==> src/pmrc_pkg.sv <==
// Package with constants and types of the power-mode recovery control block.
package pmrc_pkg;

  // ------------------------------------------------------------------
  // Register map
  // ------------------------------------------------------------------
  localparam logic [7:0] PMRC_IDX_SRC      = 8'h0b;
  localparam logic [7:0] PMRC_IDX_SRC_TWO  = 8'h0d;
  localparam logic [11:0] PMRC_ADDR_SRC     = {2'h0, PMRC_IDX_SRC, 2'h0};
  localparam logic [11:0] PMRC_ADDR_SRC_TWO = {2'h0, PMRC_IDX_SRC_TWO, 2'h0};
  localparam logic [11:0] PMRC_ADDR_STATUS  = 12'h040;
  localparam logic [11:0] PMRC_ADDR_CLEAR   = 12'h044;
  localparam logic [11:0] PMRC_ADDR_ENABLE  = 12'h048;
  localparam logic [11:0] PMRC_ADDR_CMD     = 12'h04c;
  localparam logic [11:0] PMRC_ADDR_STATE   = 12'h050;

  // ------------------------------------------------------------------
  // Field positions and values
  // ------------------------------------------------------------------
  localparam int PMRC_BIT_DIV16 = 0;
  localparam int PMRC_BIT_DIV1  = 1;
  localparam int PMRC_SRC_LO    = 2;
  localparam int PMRC_BIT_POL   = 6;
  localparam int PMRC_BIT_DLY   = 5;
  localparam int PMRC_BIT_FLAG  = 7;
  localparam logic [7:0] PMRC_SRC_RESET = 8'h00;
  localparam logic [1:0] PMRC_TWO_MASK  = 2'h3;

  localparam logic [7:0] PMRC_OP_NOP  = 8'hff;
  localparam logic [7:0] PMRC_OP_STOP = 8'h6f;
  localparam logic [7:0] PMRC_OP_HALT = 8'h7f;
  localparam logic [15:0] PMRC_RESTART_VEC = 16'h000c;

  localparam int PMRC_EV_N    = 4;
  localparam int PMRC_EV_POR  = 0;
  localparam int PMRC_EV_WDT  = 1;
  localparam int PMRC_EV_SMR  = 2;
  localparam int PMRC_EV_WAKE = 3;

  // ------------------------------------------------------------------
  // Timing
  // ------------------------------------------------------------------
  localparam int PMRC_CLK_MHZ    = 50;
  localparam int PMRC_TPOR_US    = 5;
  localparam int PMRC_POR_CYCLES = PMRC_TPOR_US * PMRC_CLK_MHZ;
  localparam logic [3:0] PMRC_DIV16_LAST = 4'hf;

  typedef enum {PMRC_RUN, PMRC_HALT, PMRC_STOP, PMRC_DELAY} pmrc_mode_type;

  typedef struct packed {
    logic       psel;
    logic       penable;
    logic       pwrite;
    logic [11:0] paddr;
    logic [31:0] pwdata;
  } pmrc_apb_req_type;

  typedef struct packed {
    logic       pready;
    logic       pslverr;
    logic [31:0] prdata;
  } pmrc_apb_rsp_type;

endpackage : pmrc_pkg

==> src/pmrc_core.sv <==
// Power-mode, power-up delay and stop recovery control with APB registers.
//
// What this block does
// Power-up delay is a one-shot started by supply good, recovery, watchdog.
// Delay timer counts on the internal RC tick or the crystal tick.
// Core is held off until the minimum power-up delay has elapsed.
// Delay-enable bit decides if recovery from stop runs the delay.
// Clock-gated sleep stops core clock; oscillator, timers, interrupts run.
// Interrupt leaves clock-gated sleep and resumes after the sleep opcode.
// Reset or watchdog ending clock-gated sleep restarts at 000CH.
// Oscillator-off sleep stops core clock and the crystal oscillator.
// Oscillator-off sleep ends only by watchdog, reset or recovery, at 000CH.
// Software issues a no-operation right before either sleep opcode.
// Recovery register bits are write-only except top bit, read-only.
// Top bit set by hardware on stop recovery, cleared by power-on.
// Bit six selects low or high active recovery source level.
// Bits two to four select the stop recovery source.
// Software writes zero to low two bits of second register.
// Bit zero adds divide-by-16; timer clock runs in clock-gated sleep.
// Divide-by-16 bit cleared after recovery, watchdog or power-up.
// Bit one clear halves the clocks; set passes external clock.
// Source code to wake input mapping is a parameter.
`timescale 1ns/1ps
`default_nettype none

module pmrc_core #(
  parameter int POR_CYCLES = pmrc_pkg::PMRC_POR_CYCLES,
  parameter logic [23:0] SRC_MAP = 24'hfac688
) (
  input  wire logic                       clock,
  input  wire logic                       sys_rst,
  input  wire pmrc_pkg::pmrc_apb_req_type apb_req,
  output var  pmrc_pkg::pmrc_apb_rsp_type apb_rsp,
  input  wire logic                       supply_good,
  input  wire logic                       watchdog_timeout,
  input  wire logic                       rc_tick,
  input  wire logic                       xtal_tick,
  input  wire logic                       use_rc_clock,
  input  wire logic [7:0]                 wake_inputs,
  input  wire logic                       irq_pending,
  input  wire logic                       opcode_valid,
  input  wire logic [7:0]                 opcode,
  output logic                            core_run,
  output logic                            core_restart,
  output logic [15:0]                     restart_vector,
  output logic                            osc_enable,
  output logic                            counter_clock_en,
  output logic                            system_clock_en,
  output logic                            pipeline_fault,
  output logic                            irq
);
  import pmrc_pkg::*;

  // ------------------------------------------------------------------
  // State
  // ------------------------------------------------------------------
  typedef struct packed {
    pmrc_mode_type            mode;
    logic [7:0]               src_ctl;
    logic [1:0]               src_two;
    logic                     flag;
    logic [31:0]              dly_cnt;
    logic                     supply_prev;
    logic                     last_nop;
    logic [3:0]               div_cnt;
    logic                     half;
    logic [PMRC_EV_N-1:0]     status;
    logic [PMRC_EV_N-1:0]     enable;
    logic                     restart;
    logic                     fault;
    logic [31:0]              rdata;
  } pmrc_state_type;

  pmrc_state_type s_q;
  pmrc_state_type s_d;

  logic       access;
  logic       wr;
  logic       rd;
  logic       tick;
  logic       level;
  logic [2:0] src_sel;
  logic [2:0] map_idx;
  logic       recover;
  logic       supply_up;
  logic       divtick;
  logic [PMRC_EV_N-1:0] ev;

  always_comb begin
    access    = apb_req.psel & apb_req.penable;
    wr        = access & apb_req.pwrite;
    // Read data is latched in the setup cycle so it stands in the access cycle.
    rd        = apb_req.psel & ~apb_req.penable & ~apb_req.pwrite;
    tick      = use_rc_clock ? rc_tick : xtal_tick;
    src_sel   = s_q.src_ctl[PMRC_SRC_LO +: 3];
    map_idx   = SRC_MAP[src_sel*3 +: 3];
    level     = wake_inputs[map_idx] ^ ~s_q.src_ctl[PMRC_BIT_POL];
    recover   = (s_q.mode == PMRC_STOP) && (src_sel != 3'h0) && level;
    supply_up = supply_good & ~s_q.supply_prev;
    divtick   = ~s_q.src_ctl[PMRC_BIT_DIV16] || (s_q.div_cnt == PMRC_DIV16_LAST);
    ev        = '0;
    ev[PMRC_EV_POR]  = supply_up;
    ev[PMRC_EV_WDT]  = watchdog_timeout;
    ev[PMRC_EV_SMR]  = recover;
    ev[PMRC_EV_WAKE] = (s_q.mode == PMRC_HALT) && irq_pending;
  end

  // ------------------------------------------------------------------
  // Next state
  // ------------------------------------------------------------------
  always_comb begin
    s_d             = s_q;
    s_d.supply_prev = supply_good;
    s_d.restart     = 1'b0;
    s_d.half        = s_q.src_ctl[PMRC_BIT_DIV1] ? 1'b1 : ~s_q.half;
    s_d.div_cnt     = s_q.div_cnt + ((s_q.src_ctl[PMRC_BIT_DIV1] | s_q.half) ? 4'h1 : 4'h0);
    if (opcode_valid && (s_q.mode == PMRC_RUN)) begin
      s_d.last_nop = (opcode == PMRC_OP_NOP);
      if (((opcode == PMRC_OP_STOP) || (opcode == PMRC_OP_HALT)) && !s_q.last_nop) begin
        s_d.fault = 1'b1;
      end
      if (opcode == PMRC_OP_STOP) begin
        s_d.mode = PMRC_STOP;
      end else if (opcode == PMRC_OP_HALT) begin
        s_d.mode = PMRC_HALT;
      end
    end
    if (s_q.mode == PMRC_HALT && irq_pending) begin
      s_d.mode = PMRC_RUN;
    end
    if (s_q.mode == PMRC_DELAY) begin
      if (tick) begin
        s_d.dly_cnt = s_q.dly_cnt - 32'h1;
      end
      if (s_q.dly_cnt == 32'h0) begin
        s_d.mode    = PMRC_RUN;
        s_d.restart = 1'b1;
      end
    end
    if (recover) begin
      s_d.flag = 1'b1;
      s_d.src_ctl[PMRC_BIT_DIV16] = 1'b0;
      if (s_q.src_ctl[PMRC_BIT_DLY]) begin
        s_d.mode    = PMRC_DELAY;
        s_d.dly_cnt = 32'(POR_CYCLES);
      end else begin
        s_d.mode    = PMRC_RUN;
        s_d.restart = 1'b1;
      end
    end
    if (supply_up || watchdog_timeout) begin
      s_d.mode    = PMRC_DELAY;
      s_d.dly_cnt = 32'(POR_CYCLES);
      s_d.src_ctl[PMRC_BIT_DIV16] = 1'b0;
      s_d.last_nop = 1'b0;
    end
    if (supply_up) begin
      s_d.flag = 1'b0;
    end
    s_d.rdata = 32'h0;
    if (wr) begin
      case (apb_req.paddr)
        PMRC_ADDR_SRC: begin
          s_d.src_ctl = apb_req.pwdata[7:0];
        end
        PMRC_ADDR_SRC_TWO: begin
          s_d.src_two = apb_req.pwdata[1:0] & PMRC_TWO_MASK;
        end
        PMRC_ADDR_CLEAR: begin
          s_d.status = s_q.status & ~apb_req.pwdata[PMRC_EV_N-1:0];
        end
        PMRC_ADDR_ENABLE: begin
          s_d.enable = apb_req.pwdata[PMRC_EV_N-1:0];
        end
        PMRC_ADDR_CMD: begin
          s_d.fault = 1'b0;
        end
        default: begin
          s_d.status = s_q.status;
        end
      endcase
    end
    if (rd) begin
      case (apb_req.paddr)
        PMRC_ADDR_SRC: begin
          s_d.rdata[PMRC_BIT_FLAG] = s_q.flag;
        end
        PMRC_ADDR_STATUS: begin
          s_d.rdata[PMRC_EV_N-1:0] = s_q.status;
        end
        PMRC_ADDR_ENABLE: begin
          s_d.rdata[PMRC_EV_N-1:0] = s_q.enable;
        end
        PMRC_ADDR_STATE: begin
          s_d.rdata[2:0] = {s_q.fault, s_q.mode == PMRC_STOP,
                            s_q.mode == PMRC_HALT};
        end
        default: begin
          s_d.rdata = 32'h0;
        end
      endcase
    end
    s_d.status = s_d.status | ev;
  end

  always_ff @(posedge clock or posedge sys_rst) begin
    if (sys_rst) begin
      s_q         <= '0;
      s_q.mode    <= PMRC_DELAY;
      s_q.dly_cnt <= 32'(POR_CYCLES);
      s_q.src_ctl <= PMRC_SRC_RESET;
    end else begin
      s_q <= s_d;
    end
  end

  // ------------------------------------------------------------------
  // Outputs
  // ------------------------------------------------------------------
  always_comb begin
    apb_rsp.pready   = 1'b1;
    apb_rsp.pslverr  = 1'b0;
    apb_rsp.prdata   = s_q.rdata;
    core_run         = (s_q.mode == PMRC_RUN);
    core_restart     = s_q.restart;
    restart_vector   = PMRC_RESTART_VEC;
    osc_enable       = (s_q.mode != PMRC_STOP);
    counter_clock_en = osc_enable & divtick & (s_q.half | s_q.src_ctl[PMRC_BIT_DIV1]);
    system_clock_en  = counter_clock_en & core_run;
    pipeline_fault   = s_q.fault;
    irq              = |(s_q.status & s_q.enable);
  end

  // ------------------------------------------------------------------
  // Checks
  // ------------------------------------------------------------------
  a_stop_osc_off: assert property (@(posedge clock) disable iff (sys_rst)
    s_q.mode == PMRC_STOP |-> !osc_enable)
    else $error("Oscillator runs in stop.");
  a_halt_no_core: assert property (@(posedge clock) disable iff (sys_rst)
    s_q.mode == PMRC_HALT |-> !system_clock_en && osc_enable)
    else $error("Core clock runs in halt.");
  a_recov_flag: assert property (@(posedge clock) disable iff (sys_rst)
    recover && !supply_up |=> s_q.flag)
    else $error("Recovery flag not set.");
  a_div16_clear: assert property (@(posedge clock) disable iff (sys_rst)
    watchdog_timeout |=> !s_q.src_ctl[PMRC_BIT_DIV16])
    else $error("Divide select not cleared.");
  a_delay_start: assert property (@(posedge clock) disable iff (sys_rst)
    supply_up |=> s_q.mode == PMRC_DELAY && s_q.dly_cnt == 32'(POR_CYCLES))
    else $error("Delay not started.");
  a_delay_hold: assert property (@(posedge clock) disable iff (sys_rst)
    s_q.mode == PMRC_DELAY && s_q.dly_cnt != 32'h0 |-> !core_run)
    else $error("Core runs during delay.");
  a_bypass_dly: assert property (@(posedge clock) disable iff (sys_rst)
    recover && !s_q.src_ctl[PMRC_BIT_DLY] && !supply_up && !watchdog_timeout
    |=> core_run && core_restart)
    else $error("Delay bypass failed.");
  a_halt_wake: assert property (@(posedge clock) disable iff (sys_rst)
    s_q.mode == PMRC_HALT && irq_pending && !supply_up && !watchdog_timeout
    |=> core_run && !core_restart)
    else $error("Halt wake wrong.");
  a_full_clock: assert property (@(posedge clock) disable iff (sys_rst)
    s_q.src_ctl[PMRC_BIT_DIV1] && !s_q.src_ctl[PMRC_BIT_DIV16] && osc_enable
    |-> counter_clock_en)
    else $error("Full rate clock missing.");

  // ------------------------------------------------------------------
  // Checks on mode changes, delay count, fault, flags and events
  // ------------------------------------------------------------------
  a_restart_vec: assert property (@(posedge clock) disable iff (sys_rst)
    core_restart |-> restart_vector == PMRC_RESTART_VEC)
    else $error("Restart vector wrong.");
  a_delay_end: assert property (@(posedge clock) disable iff (sys_rst)
    s_q.mode == PMRC_DELAY && s_q.dly_cnt == 32'h0 && !supply_up
    && !watchdog_timeout |=> core_run && core_restart)
    else $error("Delay end missed.");
  a_wdt_delay: assert property (@(posedge clock) disable iff (sys_rst)
    watchdog_timeout |=> s_q.mode == PMRC_DELAY
    && s_q.dly_cnt == 32'(POR_CYCLES))
    else $error("Watchdog delay not started.");
  a_delay_count: assert property (@(posedge clock) disable iff (sys_rst)
    s_q.mode == PMRC_DELAY && tick && s_q.dly_cnt != 32'h0 && !supply_up
    && !watchdog_timeout |=> s_q.dly_cnt == $past(s_q.dly_cnt) - 32'h1)
    else $error("Delay tick not counted.");
  a_recov_delay: assert property (@(posedge clock) disable iff (sys_rst)
    recover && s_q.src_ctl[PMRC_BIT_DLY] && !supply_up && !watchdog_timeout
    |=> s_q.mode == PMRC_DELAY)
    else $error("Recovery delay skipped.");
  a_stop_hold: assert property (@(posedge clock) disable iff (sys_rst)
    s_q.mode == PMRC_STOP && !recover && !supply_up && !watchdog_timeout
    |=> s_q.mode == PMRC_STOP)
    else $error("Stop left without cause.");
  a_halt_hold: assert property (@(posedge clock) disable iff (sys_rst)
    s_q.mode == PMRC_HALT && !irq_pending && !supply_up && !watchdog_timeout
    |=> s_q.mode == PMRC_HALT)
    else $error("Halt left without cause.");
  a_stop_enter: assert property (@(posedge clock) disable iff (sys_rst)
    opcode_valid && s_q.mode == PMRC_RUN && opcode == PMRC_OP_STOP
    && !supply_up && !watchdog_timeout |=> s_q.mode == PMRC_STOP)
    else $error("Stop not entered.");
  a_halt_enter: assert property (@(posedge clock) disable iff (sys_rst)
    opcode_valid && s_q.mode == PMRC_RUN && opcode == PMRC_OP_HALT
    && !supply_up && !watchdog_timeout |=> s_q.mode == PMRC_HALT)
    else $error("Halt not entered.");
  a_fault_set: assert property (@(posedge clock) disable iff (sys_rst)
    opcode_valid && s_q.mode == PMRC_RUN && opcode == PMRC_OP_STOP
    && !s_q.last_nop && !(wr && apb_req.paddr == PMRC_ADDR_CMD)
    |=> s_q.fault)
    else $error("Missing no-operation not flagged.");
  a_flag_por: assert property (@(posedge clock) disable iff (sys_rst)
    supply_up |=> !s_q.flag)
    else $error("Recovery flag not cleared.");
  a_flag_keep: assert property (@(posedge clock) disable iff (sys_rst)
    s_q.flag && !supply_up |=> s_q.flag)
    else $error("Recovery flag lost.");
  a_recov_div16: assert property (@(posedge clock) disable iff (sys_rst)
    recover && !(wr && apb_req.paddr == PMRC_ADDR_SRC)
    |=> !s_q.src_ctl[PMRC_BIT_DIV16])
    else $error("Divide select kept after recovery.");
  a_recov_event: assert property (@(posedge clock) disable iff (sys_rst)
    recover |=> s_q.status[PMRC_EV_SMR])
    else $error("Recovery event not recorded.");
  a_event_sticky: assert property (@(posedge clock) disable iff (sys_rst)
    s_q.status[PMRC_EV_SMR] && !(wr && apb_req.paddr == PMRC_ADDR_CLEAR)
    |=> s_q.status[PMRC_EV_SMR])
    else $error("Event bit lost.");

  // ------------------------------------------------------------------
  // Checks on clocks
  // ------------------------------------------------------------------
  a_halt_osc: assert property (@(posedge clock) disable iff (sys_rst)
    s_q.mode == PMRC_HALT |-> osc_enable)
    else $error("Oscillator stopped in halt.");
  a_stop_no_clk: assert property (@(posedge clock) disable iff (sys_rst)
    s_q.mode == PMRC_STOP |-> !counter_clock_en)
    else $error("Timer clock runs in stop.");
  a_halt_timer: assert property (@(posedge clock) disable iff (sys_rst)
    s_q.mode == PMRC_HALT && s_q.src_ctl[PMRC_BIT_DIV1]
    && !s_q.src_ctl[PMRC_BIT_DIV16] |-> counter_clock_en)
    else $error("Timer clock stopped in halt.");
  a_div16_rate: assert property (@(posedge clock) disable iff (sys_rst)
    counter_clock_en && s_q.src_ctl[PMRC_BIT_DIV16]
    |-> s_q.div_cnt == PMRC_DIV16_LAST)
    else $error("Divide by sixteen rate wrong.");
  a_half_toggle: assert property (@(posedge clock) disable iff (sys_rst)
    !s_q.src_ctl[PMRC_BIT_DIV1] |=> s_q.half != $past(s_q.half))
    else $error("Half rate phase stuck.");
  a_half_rate: assert property (@(posedge clock) disable iff (sys_rst)
    counter_clock_en && !s_q.src_ctl[PMRC_BIT_DIV1] |-> s_q.half)
    else $error("Half rate clock too fast.");

endmodule : pmrc_core
`default_nettype wire

==> config.mk <==
export PLATFORM = sky130hd
export DESIGN_NAME = pmrc_core
export DESIGN_NICKNAME = d
export VERILOG_FILES = /design/src/pmrc_pkg.sv /design/src/pmrc_core.sv
export SDC_FILE = /design/constraint.sdc
export NUM_CORES = 1
export LEC_CHECK = 0
export BUFFER_PORTS_ARGS = -buffer_cell sky130_fd_sc_hd__buf_2
export CAP_MARGIN = 20
export CORE_MARGIN = 4
export CORE_UTILIZATION = 35
export CTS_CLUSTER_SIZE = 40
export DETAILED_ROUTE_END_ITERATION = 7
export PLACE_DENSITY_LB_ADDON = 0.12
export SLEW_MARGIN = 30
export SYNTH_ARGS = -nofsm -noshare
export SYNTH_HDL_FRONTEND = slang
export SYNTH_SLANG_ARGS = --single-unit
==> constraint.sdc <==
create_clock -name clock -period 3.46 [get_ports clock]
set_input_delay 0 -clock clock [delete_from_list [all_inputs] [get_ports clock]]
set_output_delay 0 -clock clock [all_outputs]
set_load 0.01 [all_outputs]
* Word level (Yosys, flattened, before mapping)
Index checks and enable logic that the tools add are counted.
** Word-level totals
- Input bits :: 72
- Logic and storage cells :: 115
- Register bits :: 123
** Cells by class
- Shifts and indexed selects :: 1
- Bitwise logic cells :: 20
- Eq/ne operators :: 15
- Multiplexer cells :: 42
- Order comparisons :: 1
- Multiply operators :: 1
- Reductions and logical operators :: 18
- $add $sub $neg :: 2
** Operators with widths (number)
- 32-bit two-way mux :: 12
- 32-bit by 3-bit equality test with 1-bit output (second input constant) :: 2
- 32-bit logical NOT :: 2
- 12-bit by 7-bit equality test with 1-bit output (second input constant) :: 5
- 33-bit two-way mux :: 1
- 32-bit by 2-bit equality test with 1-bit output (second input constant) :: 1
- 32-bit by 3-bit inequality test with 1-bit output (second input constant) :: 1
- 32-bit by 1-bit subtractor with 32-bit output (second input constant) :: 1
- 12-bit by 6-bit equality test with 1-bit output (second input constant) :: 2
- 24-bit by 6-bit indexed part select with 3-bit output (first input constant) :: 1
- 1-bit two-way mux :: 19
- 8-bit by 7-bit equality test with 1-bit output (second input constant) :: 2
- 8-bit two-way mux :: 2
- 3-bit one-hot mux with 3 select lines :: 1
- 1-bit AND :: 8
- 4-bit AND :: 2
- 8-bit equality test (second input constant) :: 1
- 4-bit two-way mux :: 2
- 1-bit inverter :: 6
- 2-bit AND reduction :: 3
- 1-bit logical AND :: 5
- 3-bit by 2-bit multiplier with 5-bit output (second input constant) :: 1
- 4-bit by 1-bit adder with 4-bit output :: 1
- 4-bit equality test (second input constant) :: 1
- other kinds (14) :: 18

* Logic depth before layout (Yosys ltp)
Gate-level depths: netlist (run 1).
- Word-level depth :: 10
- Gate-level depth with buffers :: 9
- Mapped depth without buffers :: 8

* Least setup slack after synthesis (run 1)
OpenSTA, ideal clock, no wires.
- Kind :: register to register
- Start point :: register s_q[61] in the netlist's numbering
- End point :: register s_q[123] in the netlist's numbering
- Library setup time :: 0.119 ns
- Path buffers :: 1
- Required time :: 3.341 ns
- Stages on the path, launching flop included :: 8
- Clock period less this slack :: 2.331 ns
- Arrival :: 2.212 ns
- Path slack :: 1.129 ns
- Cell sequence :: dfrtp_1 or4_4 or4_4 nor4_4 o211a_4 nor3_4 buf_6 and2_1
** RTL lines
- start, declared :: RTL line pmrc_core.sv:74 : pmrc_state_type s_q;

==> report_table.html, run 1 <==
<table>
<tr><th>Metric</th><th>Value</th></tr>
<tr><th colspan="2">Outcome</th></tr>
<tr><td>Result of the run</td><td>complete, no violations</td></tr>
<tr><th colspan="2">STA</th></tr>
<tr><td>Slew at the pin closest to its max-slew limit</td><td>between 0.8 and 0.9 ns</td></tr>
<tr><td>Max_slew headroom</td><td>roughly two fifths</td></tr>
<tr><td>Setup skew after layout</td><td>just under 0.009 ns</td></tr>
<tr><td>Number of pins exceeding their max-slew limit in the final report</td><td>0</td></tr>
<tr><td>Final setup violation count</td><td>0</td></tr>
<tr><td>Shortest period the worst path allows</td><td>between 2 and 3 ns</td></tr>
<tr><td>Share of the cycle needed by the critical path after routing</td><td>between 70 and 80%</td></tr>
<tr><td>Achievable clock frequency</td><td>between 0.3 and 0.4 GHz</td></tr>
<tr><td>Setup TNS after final layout</td><td>0 ns</td></tr>
<tr><td>Number of hold violations in the final report</td><td>0</td></tr>
<tr><td>Setup repair after global routing missed its margin</td><td>no</td></tr>
<tr><th colspan="2">Pwr</th></tr>
<tr><td>Static leakage power</td><td>~2.6 nW</td></tr>
<tr><td>Relative contribution of combinational cells to total power</td><td>under 10%</td></tr>
<tr><td>Sequential group share of total power</td><td>48.2%</td></tr>
<tr><td>Max IR drop VDD</td><td>213 uV</td></tr>
<tr><td>Internal</td><td>1.84 mW</td></tr>
<tr><td>Power spent charging and discharging nets</td><td>approximately 0.54 mW</td></tr>
<tr><td>Proportion of total power due to net switching</td><td>a little under a quarter</td></tr>
<tr><td>Clock network fraction of design power</td><td>between 40% and 50%</td></tr>
<tr><td>P per Cell Area</td><td>between 400 and 500 nW/um2</td></tr>
<tr><th colspan="2">Setup path</th></tr>
<tr><td>WP data arrival</td><td>2.89 ns</td></tr>
<tr><td>Worst Reg2Reg Path Length in Cells</td><td>7</td></tr>
<tr><td>Highest cell delay on the worst timing path</td><td>around 0.61 ns</td></tr>
<tr><td>CP top delay family</td><td>simple AND/OR/NAND/NOR gates</td></tr>
<tr><td>Launch instance of the worst register-to-register path</td><td>s_q[119]</td></tr>
<tr><td>Flop2flop setup slack</td><td>about 0.78 ns</td></tr>
<tr><td>R2r endpoint</td><td>s_q[62]</td></tr>
<tr><td>Largest driver fanout on the critical path</td><td>26</td></tr>
<tr><td>Required time reported for the critical path endpoint</td><td>roughly 3.7 ns</td></tr>
<tr><td>Crit path max-delay cell type</td><td>sky130_fd_sc_hd__nor4_4</td></tr>
<tr><td>Startpoint type of the worst setup path</td><td>flip-flop</td></tr>
<tr><td>Worst path bufs/invs</td><td>1</td></tr>
<tr><td>Category of the worst setup path capture point</td><td>flip-flop</td></tr>
<tr><td>Worst setup path class</td><td>reg -&gt; reg</td></tr>
<tr><td>Cell-by-cell trace of the critical path</td><td>nor4_2 -&gt; nand4_4 -&gt; or2_4 -&gt; nor4_4 -&gt; a21o_1 -&gt; buf_4 -&gt; nor2_1</td></tr>
<tr><th colspan="2">Clock network</th></tr>
<tr><td>Cts repair resizes</td><td>0</td></tr>
<tr><td>Max Root-Sink Buffers</td><td>2</td></tr>
<tr><td>Clock edge transition at the registers on the reported setup and hold paths</td><td>approximately 0.060 ns</td></tr>
<tr><td>CTS tree</td><td>yes</td></tr>
<tr><td>Number of H-tree levels</td><td>3</td></tr>
<tr><td>Buffer type at the clock tree root</td><td>sky130_fd_sc_hd__clkbuf_16</td></tr>
<tr><td>Num CTS Buffers</td><td>9</td></tr>
<tr><td>Worst-skew pair later-pin latency</td><td>approximately 0.34 ns</td></tr>
<tr><td>Setup Buffers After CTS</td><td>0</td></tr>
<tr><td>Clk sink count</td><td>94</td></tr>
<tr><th colspan="2">Synth</th></tr>
<tr><td>FFs w/ async S/R, synth</td><td>100%</td></tr>
<tr><td>Seq cells post-synth</td><td>94</td></tr>
<tr><td>Leading area contributor after synthesis</td><td>sky130_fd_sc_hd__dfrtp_1</td></tr>
<tr><td>Mean instance size in the synthesized netlist</td><td>between 10 and 15 um2</td></tr>
<tr><td>Mapped Area</td><td>between 4000 and 5000 um2</td></tr>
<tr><td>Yosys Warn Count</td><td>0</td></tr>
<tr><td>Post-synthesis cell count</td><td>around 450</td></tr>
<tr><td>Sequential-to-total area share from yosys stat</td><td>between 40% and 50%</td></tr>
<tr><td>Most used DFF post-synth</td><td>sky130_fd_sc_hd__dfrtp_1</td></tr>
<tr><td>Number of enable-type register cells in the synthesized netlist</td><td>0</td></tr>
<tr><td>Main area contributors after synthesis</td><td>sky130_fd_sc_hd__dfrtp_1 (45%), sky130_fd_sc_hd__buf_4 (8.0%), sky130_fd_sc_hd__dfstp_2 (4.4%)</td></tr>
<tr><td>Area share of the leading cell type in the synthesized netlist</td><td>between 40 and 50%</td></tr>
<tr><td>Library cells used by synthesis</td><td>52</td></tr>
<tr><th colspan="2">Drt</th></tr>
<tr><td>Via total after detailed routing</td><td>between 3000 and 4000</td></tr>
<tr><td>Routed wire length per instance</td><td>roughly 14 um</td></tr>
<tr><td>Number of DRC violations after detailed-routing iteration 0</td><td>166</td></tr>
<tr><td>Total wire length</td><td>9.75 mm</td></tr>
<tr><td>Residual antenna-violating net count after detailed routing</td><td>0</td></tr>
<tr><td>Average vias per placed instance</td><td>between 4 and 5</td></tr>
<tr><td>Post-route DRC</td><td>0</td></tr>
<tr><td>Number of optimization iterations in the first detailed-route pass</td><td>4</td></tr>
<tr><th colspan="2">Global route</th></tr>
<tr><td>Tot GR Track Use</td><td>between 10% and 20%</td></tr>
<tr><td>Vias in the first global route</td><td>roughly 3200</td></tr>
<tr><td>Congestion Overflow GR</td><td>0</td></tr>
<tr><td>Global-route wire length before repair</td><td>16.5 mm</td></tr>
<tr><td>Maximum number of pins on one net before global-route repair</td><td>36</td></tr>
<tr><td>Initial antenna violation count</td><td>0</td></tr>
<tr><th colspan="2">Finish</th></tr>
<tr><td>Layout cells sized above 1</td><td>~24%</td></tr>
<tr><td>Final instance area</td><td>approximately 5600 um2</td></tr>
<tr><td>Area growth from synthesis to layout</td><td>16.3%</td></tr>
<tr><td>Number of nets in the finished design</td><td>between 600 and 700</td></tr>
<tr><td>Inserted Diodes</td><td>0</td></tr>
<tr><th colspan="2">Place</th></tr>
<tr><td>IO buf count</td><td>58</td></tr>
<tr><td>Routability cong.</td><td>between 0.7 and 0.8</td></tr>
<tr><td>Placed Instance Area</td><td>just over 5000 um2</td></tr>
<tr><td>HPWL after DPL</td><td>just under 7 mm</td></tr>
<tr><th colspan="2">Die</th></tr>
<tr><td>Number of ports placed on the die boundary</td><td>between 100 and 150</td></tr>
<tr><td>Number of rows in the core area</td><td>42</td></tr>
<tr><td>Die Footprint</td><td>~16000 um2</td></tr>
<tr><td>Core box area</td><td>~13000 um2</td></tr>
<tr><td>Die height</td><td>125 um</td></tr>
<tr><td>Starting utilization of the core area</td><td>between 30% and 40%</td></tr>
<tr><td>Horizontal die dimension</td><td>between 100 and 150 um</td></tr>
<tr><th colspan="2">Min path</th></tr>
<tr><td>Hold Crit Depth</td><td>4</td></tr>
<tr><td>Worst hold endpoint</td><td>apb_rsp[2]</td></tr>
<tr><td>Beginning of the worst hold path</td><td>apb_req[45]</td></tr>
<tr><td>Worst hold path type</td><td>in -&gt; reg</td></tr>
<tr><th colspan="2">Flow run</th></tr>
<tr><td>Max-cap viol count</td><td>0</td></tr>
</table>
[per-stage QoR]
stage | instances | hold slack, ns | worst slack, ns | utilization, % | power [mW]
global route | 713 | 0.0371 | 0.527 | 41.7 | 2.51
finish | 713 | 0.0166 | 0.780 | 41.7 | 2.39
floorplan | 497 | 0.0314 | 1.02 | - | 1.31
CTS | 712 | 0.00679 | 0.690 | 41.6 | 2.42
global placement | 680 | 0.0947 | 0.749 | 38.0 | 1.32
detailed placement | 680 | 0.0966 | 0.699 | 38.0 | 1.33
[power groups by stage]
| stage | sequential, mW | clock (mW) | combinational (mW) |
|---|---|---|---|
| finish | 1.15 | 1.07 | 0.169 |
| global route | 1.15 | 1.16 | 0.193 |
| CTS | 1.15 | 1.10 | 0.170 |
| detailed placement | 1.17 | 0 | 0.158 |
| global placement | 1.17 | 0 | 0.155 |
| floorplan | 1.17 | 0 | 0.145 |
[repair_timing]
item                                    CTS  global route
hold buffers                             16             0
endpoints found under the setup margin    0             0
hold endpoints to repair                 56             0
[registers in the layout, summed over array words and instances (netlist names)]
register and cells:
s_q 87, apb_rsp 5, core_restart 1, pipeline_fault 1
[cell type report]
class | count | area, um2
multi-input cells | 333 | 2090
flip-flops and latches | 94 | 2360
well taps | 176 | 220
fillers | 1322 | 7780
repair buffers | 85 | 541
inverters | 9 | 35.0
clock buffers | 10 | 239
clock inverters | 6 | 85.1
[worst register-to-register path, cell delays in order, from the launching register on]
cell and delay, ns:
sky130_fd_sc_hd__dfrtp_1 0.38, sky130_fd_sc_hd__nor4_2 0.39, sky130_fd_sc_hd__nand4_4 0.23, sky130_fd_sc_hd__or2_4 0.35, sky130_fd_sc_hd__nor4_4 0.61, sky130_fd_sc_hd__a21o_1 0.20, sky130_fd_sc_hd__buf_4 0.28, sky130_fd_sc_hd__nor2_1 0.11
[cell usage after synthesis (all sizes together) (2+ instances only)]
cell type	number
a21o	3
a21oi	7
a22oi	2
a31oi	2
a32o	2
a41oi	2
and2	31
buf	59
clkbuf	2
conb	2
dfrtp	86
dfstp	8
ha	3
inv	9
mux2	9
mux2i	8
nand2	39
nand2b	5
nand3	12
nand3b	4
nand4	10
nand4b	5
nor2	45
nor3	14
nor3b	2
nor4	21
nor4b	2
o21a	2
o21ai	6
o22ai	2
o31ai	2
or2	3
or3	2
or4	6
xnor2	6
xor2	24
[worst max-delay path by stage]
stage	from	cells after the start	slack [ns]	endpoint
after floorplan	sys_rst	1	1.02	apb_rsp[0]
after global placement	s_q[119]	7	0.75	s_q[61]
after detailed placement	s_q[119]	7	0.70	s_q[57]
after CTS	s_q[119]	7	0.69	s_q[62]
after global routing	s_q[96]	6	0.53	s_q[61]
final	s_q[119]	7	0.78	s_q[62]
[cell usage in the layout (no fill, tap or decap), types with 4 or more instances in the layout]
master,netlist,layout
sky130_fd_sc_hd__dfrtp_1,86,86
sky130_fd_sc_hd__buf_2,2,58
sky130_fd_sc_hd__nor2_1,45,45
sky130_fd_sc_hd__conb_1,2,45
sky130_fd_sc_hd__nand2_1,39,39
sky130_fd_sc_hd__xor2_1,24,24
sky130_fd_sc_hd__and2_1,23,23
sky130_fd_sc_hd__dlygate4sd3_1,0,16
sky130_fd_sc_hd__nor3_1,13,13
sky130_fd_sc_hd__nand3_1,12,12
sky130_fd_sc_hd__nor4_1,12,12
sky130_fd_sc_hd__buf_4,51,10
sky130_fd_sc_hd__nand4_1,9,9
sky130_fd_sc_hd__mux2_2,9,9
sky130_fd_sc_hd__clkbuf_16,0,9
sky130_fd_sc_hd__and2_4,8,8
sky130_fd_sc_hd__inv_1,9,8
sky130_fd_sc_hd__mux2i_1,8,8
sky130_fd_sc_hd__dfstp_2,8,8
sky130_fd_sc_hd__nor4_2,7,7
sky130_fd_sc_hd__a21oi_1,7,7
sky130_fd_sc_hd__o21ai_0,6,6
sky130_fd_sc_hd__xnor2_1,6,6
sky130_fd_sc_hd__nand4b_1,5,5
sky130_fd_sc_hd__nand2b_1,5,5
sky130_fd_sc_hd__or4_1,4,4
sky130_fd_sc_hd__nand3b_1,4,4
[routing by layer]
layer / vias up / global-route usage (%) / part of all wire [%] / wire [um]
met5: - / 0 / 0 / 0
met4: 0 / 4.21 / 1.3 / 125
met3: 11 / 3.75 / 5.7 / 554
met2: 81 / 19.2 / 44 / 4310
met1: 1575 / 18.4 / 49 / 4760
li1: 1620 / - / - / -
[kinds of logic after synthesis]
logic type	after synthesis	synth area share (%)
muxes	17	3.79
buffers and inverters	70	10.5
DFF	94	49.3
other	2	0.157
and+or+nand+nor	206	25.4
AOI/OAI and AO/OA	32	4.62
adders and majority gates	3	0.783
xor gates and xnor gates	30	5.48
Power figures use the tool's default switching activity.
==> run 2, diff against run 1 <==
- clock period: 3.46 -> 2.6 ns (I/O delays scaled with it)
==> run 2 against run 1 <==
Effect of this change: first-iteration DRC count rose by 13%; cell count up 2.1%; combinational power up 47%; sequential cell count stayed put; clock skew is 0.0028 ns lower; worst setup slack worse by 0.69 ns; non-clock buffer count is 15 higher; sequential power rose by 33%; global-route usage up 0.34 points.
==> report_table.html, run 2 (synthesis results as in run 1) <==
<table>
<tr><th>Metric</th><th>Value</th></tr>
<tr><th colspan="2">Outcome</th></tr>
<tr><td>Result of the run</td><td>complete, no violations</td></tr>
<tr><th colspan="2">Finish</th></tr>
<tr><td>Register ranked first by flip-flop count</td><td>s_q</td></tr>
<tr><td>Area growth from synthesis to layout</td><td>19.5%</td></tr>
<tr><td>Layout cells sized above 1</td><td>26.4% (+2.2 points)</td></tr>
<tr><td>Number of nets in the finished design</td><td>622 (+2.5%)</td></tr>
<tr><td>Commonest non-fill, non-tap cell in the layout</td><td>sky130_fd_sc_hd__dfrtp_1</td></tr>
<tr><td>Highest-count cells in the layout ignoring fill and taps</td><td>sky130_fd_sc_hd__dfrtp_1 (86), sky130_fd_sc_hd__buf_2 (58), sky130_fd_sc_hd__nor2_1 (45), sky130_fd_sc_hd__conb_1 (45), sky130_fd_sc_hd__nand2_1 (39)</td></tr>
<tr><td>Flip-flop count of the largest register, all copies and words added</td><td>87 (unchanged)</td></tr>
<tr><td>Final instance area</td><td>5730 um2 (+2.8%)</td></tr>
<tr><td>Inserted Diodes</td><td>0 (unchanged)</td></tr>
<tr><th colspan="2">Drt</th></tr>
<tr><td>Number of optimization iterations in the first detailed-route pass</td><td>4 (unchanged)</td></tr>
<tr><td>Average vias per placed instance</td><td>4.60 (-0.27%)</td></tr>
<tr><td>Post-route DRC</td><td>0 (unchanged)</td></tr>
<tr><td>Routed wire length per instance</td><td>13.9 um (+1.4%)</td></tr>
<tr><td>Number of DRC violations after detailed-routing iteration 0</td><td>188 (+13%)</td></tr>
<tr><td>Via total after detailed routing</td><td>3347 (+1.8%)</td></tr>
<tr><td>Total wire length</td><td>10.1 mm (+3.5%)</td></tr>
<tr><td>Residual antenna-violating net count after detailed routing</td><td>0 (unchanged)</td></tr>
<tr><th colspan="2">Global route</th></tr>
<tr><td>Initial antenna violation count</td><td>0 (unchanged)</td></tr>
<tr><td>Global-route wire length before repair</td><td>17.2 mm (+4.0%)</td></tr>
<tr><td>Tot GR Track Use</td><td>13.3% (+0.34 points)</td></tr>
<tr><td>Congestion Overflow GR</td><td>0 (unchanged)</td></tr>
<tr><td>Vias in the first global route</td><td>3432 (+6.7%)</td></tr>
<tr><td>Maximum number of pins on one net before global-route repair</td><td>50 (+39%)</td></tr>
<tr><th colspan="2">Setup path</th></tr>
<tr><td>Category of the worst setup path capture point</td><td>flip-flop</td></tr>
<tr><td>Worst setup path class</td><td>reg -&gt; reg</td></tr>
<tr><td>Worst Reg2Reg Path Length in Cells</td><td>7 (unchanged)</td></tr>
<tr><td>Required time reported for the critical path endpoint</td><td>2.83 ns (-0.84 ns)</td></tr>
<tr><td>WP data arrival</td><td>2.75 ns (-0.14 ns)</td></tr>
<tr><td>Largest driver fanout on the critical path</td><td>6 (-77%)</td></tr>
<tr><td>Startpoint type of the worst setup path</td><td>flip-flop</td></tr>
<tr><th colspan="2">Clock network</th></tr>
<tr><td>Clock edge transition at the registers on the reported setup and hold paths</td><td>0.07 ns (about the same)</td></tr>
<tr><td>CTS tree</td><td>yes</td></tr>
<tr><td>Worst-skew pair later-pin latency</td><td>0.35 ns (about the same)</td></tr>
<tr><td>Num CTS Buffers</td><td>9 (unchanged)</td></tr>
<tr><td>Buffer type at the clock tree root</td><td>sky130_fd_sc_hd__clkbuf_16</td></tr>
<tr><td>Number of H-tree levels</td><td>3 (unchanged)</td></tr>
<tr><td>Clk sink count</td><td>94 (unchanged)</td></tr>
<tr><td>Max Root-Sink Buffers</td><td>2 (unchanged)</td></tr>
<tr><th colspan="2">Die</th></tr>
<tr><td>Die Footprint</td><td>15600 um2 (unchanged)</td></tr>
<tr><td>Number of ports placed on the die boundary</td><td>129 (unchanged)</td></tr>
<tr><td>Starting utilization of the core area</td><td>35.9% (unchanged)</td></tr>
<tr><td>Die height</td><td>125 um (unchanged)</td></tr>
<tr><td>Core box area</td><td>13300 um2 (unchanged)</td></tr>
<tr><td>Horizontal die dimension</td><td>125 um (unchanged)</td></tr>
<tr><td>Number of rows in the core area</td><td>42 (unchanged)</td></tr>
<tr><th colspan="2">Place</th></tr>
<tr><td>IO buf count</td><td>58 (unchanged)</td></tr>
<tr><td>Routability cong.</td><td>0.773 (-0.63%)</td></tr>
<tr><td>Placed Instance Area</td><td>5140 um2 (+1.4%)</td></tr>
<tr><td>HPWL after DPL</td><td>7.15 mm (+2.7%)</td></tr>
<tr><th colspan="2">Pwr</th></tr>
<tr><td>Max IR drop VDD</td><td>313 uV (+47%)</td></tr>
<tr><td>Static leakage power</td><td>2.68 nW (+3.3%)</td></tr>
<tr><td>P per Cell Area</td><td>549 nW/um2 (+28%)</td></tr>
<tr><th colspan="2">Min path</th></tr>
<tr><td>Worst hold path type</td><td>in -&gt; reg</td></tr>
<tr><td>Hold Crit Depth</td><td>4 (unchanged)</td></tr>
<tr><th colspan="2">STA</th></tr>
<tr><td>Final setup violation count</td><td>0 (unchanged)</td></tr>
<tr><td>Share of the cycle needed by the critical path after routing</td><td>96.6% (+19 points)</td></tr>
<tr><td>Slew at the pin closest to its max-slew limit</td><td>0.719 ns (-0.167 ns)</td></tr>
<tr><td>Shortest period the worst path allows</td><td>2.51 ns (-0.168 ns)</td></tr>
<tr><td>Number of pins exceeding their max-slew limit in the final report</td><td>0 (unchanged)</td></tr>
<tr><td>Setup TNS after final layout</td><td>0 ns (unchanged)</td></tr>
<tr><td>Setup skew after layout</td><td>0.00610 ns (-0.00281 ns)</td></tr>
<tr><td>Number of hold violations in the final report</td><td>0 (unchanged)</td></tr>
<tr><td>Achievable clock frequency</td><td>0.398 GHz (+6.7%)</td></tr>
<tr><td>Worst hold margin</td><td>0.0192 ns (+0.00266 ns)</td></tr>
<tr><td>Max_slew headroom</td><td>51.6% (+11 points)</td></tr>
<tr><th colspan="2">Flow run</th></tr>
<tr><td>Max-cap viol count</td><td>0 (unchanged)</td></tr>
</table>
run 2: changes by cell type in the layout (fill, tap and decap cells not counted), sizes merged:
| cell | before | now |
|---|---|---|
| clkbuf | 10 | 11 |
| clkinvlp | 2 | 1 |
| buf | 69 | 81 |
| clkinv | 3 | 2 |
| inv | 8 | 12 |
| dlygate4sd3 | 16 | 17 |
| bufinv | 2 | 1 |
run 2: report_power, final:
group          switching, mW  internal, mW  leakage, nW
Combinational          0.145         0.104         1.29
Sequential            0.0295          1.50         1.25
Clock                  0.605         0.761        0.149
run 2: worst max-delay path: stages, from the launching register on:
cell,delay [ns]
sky130_fd_sc_hd__dfrtp_1,0.41
sky130_fd_sc_hd__or4_4,0.55
sky130_fd_sc_hd__or4_4,0.45
sky130_fd_sc_hd__nor4_4,0.36
sky130_fd_sc_hd__o211a_4,0.22
sky130_fd_sc_hd__nor3_4,0.07
sky130_fd_sc_hd__clkbuf_16,0.19
sky130_fd_sc_hd__and2_1,0.15
run 2: worst paths after layout:
path / end / slack (ns) / start
min in group asynchronous: s_q[43] / 0.34 / sys_rst
max in group asynchronous: s_q[62] / 1.81 / sys_rst
worst min-delay path: apb_rsp[2] / 0.02 / apb_req[44]
worst max register to register: s_q[114] / 0.09 / s_q[74]
worst max-delay path: s_q[114] / 0.09 / s_q[74]
worst min register to register: s_q[42] / 0.44 / s_q[42]
run 2: metrics by stage:
step	power (mW)	std cells	setup slack [ns]	util, %
floorplan	1.74	497	0.165	-
global placement	1.76	688	0.141	38.5
detailed placement	1.77	688	0.141	38.5
CTS	3.18	721	0.129	42.1
global route	3.29	728	-0.00103	42.9
finish	3.14	728	0.0879	42.9
run 2: layout make-up:
cell class	count	area, um2
Clock buffer	9	225
Inverter	9	35.0
Timing Repair Buffer	100	707
Multi-Input combinational cell	333	2100
Fill cell	1311	7620
Clock inverter	7	80.1
Tap cell	176	220
Sequential cell	94	2360
run 2: metal layers:
| layer | GRT usage (%) | part of all wire, % | vias up |
|---|---|---|---|
| met5 | 0 | 0 | - |
| met2 | 21.1 | 46 | 79 |
| met3 | 3.67 | 5.2 | 11 |
| met1 | 17.9 | 48 | 1610 |
| li1 | - | - | 1647 |
| met4 | 4.02 | 1.2 | 0 |
run 2: timing repair:
action / CTS / global route
hold endpoints to repair: 110 / 0
hold buffers: 17 / 0
endpoints found under the setup margin: 0 / 25
gates resized for setup: 0 / 3
setup buffers: 0 / 3
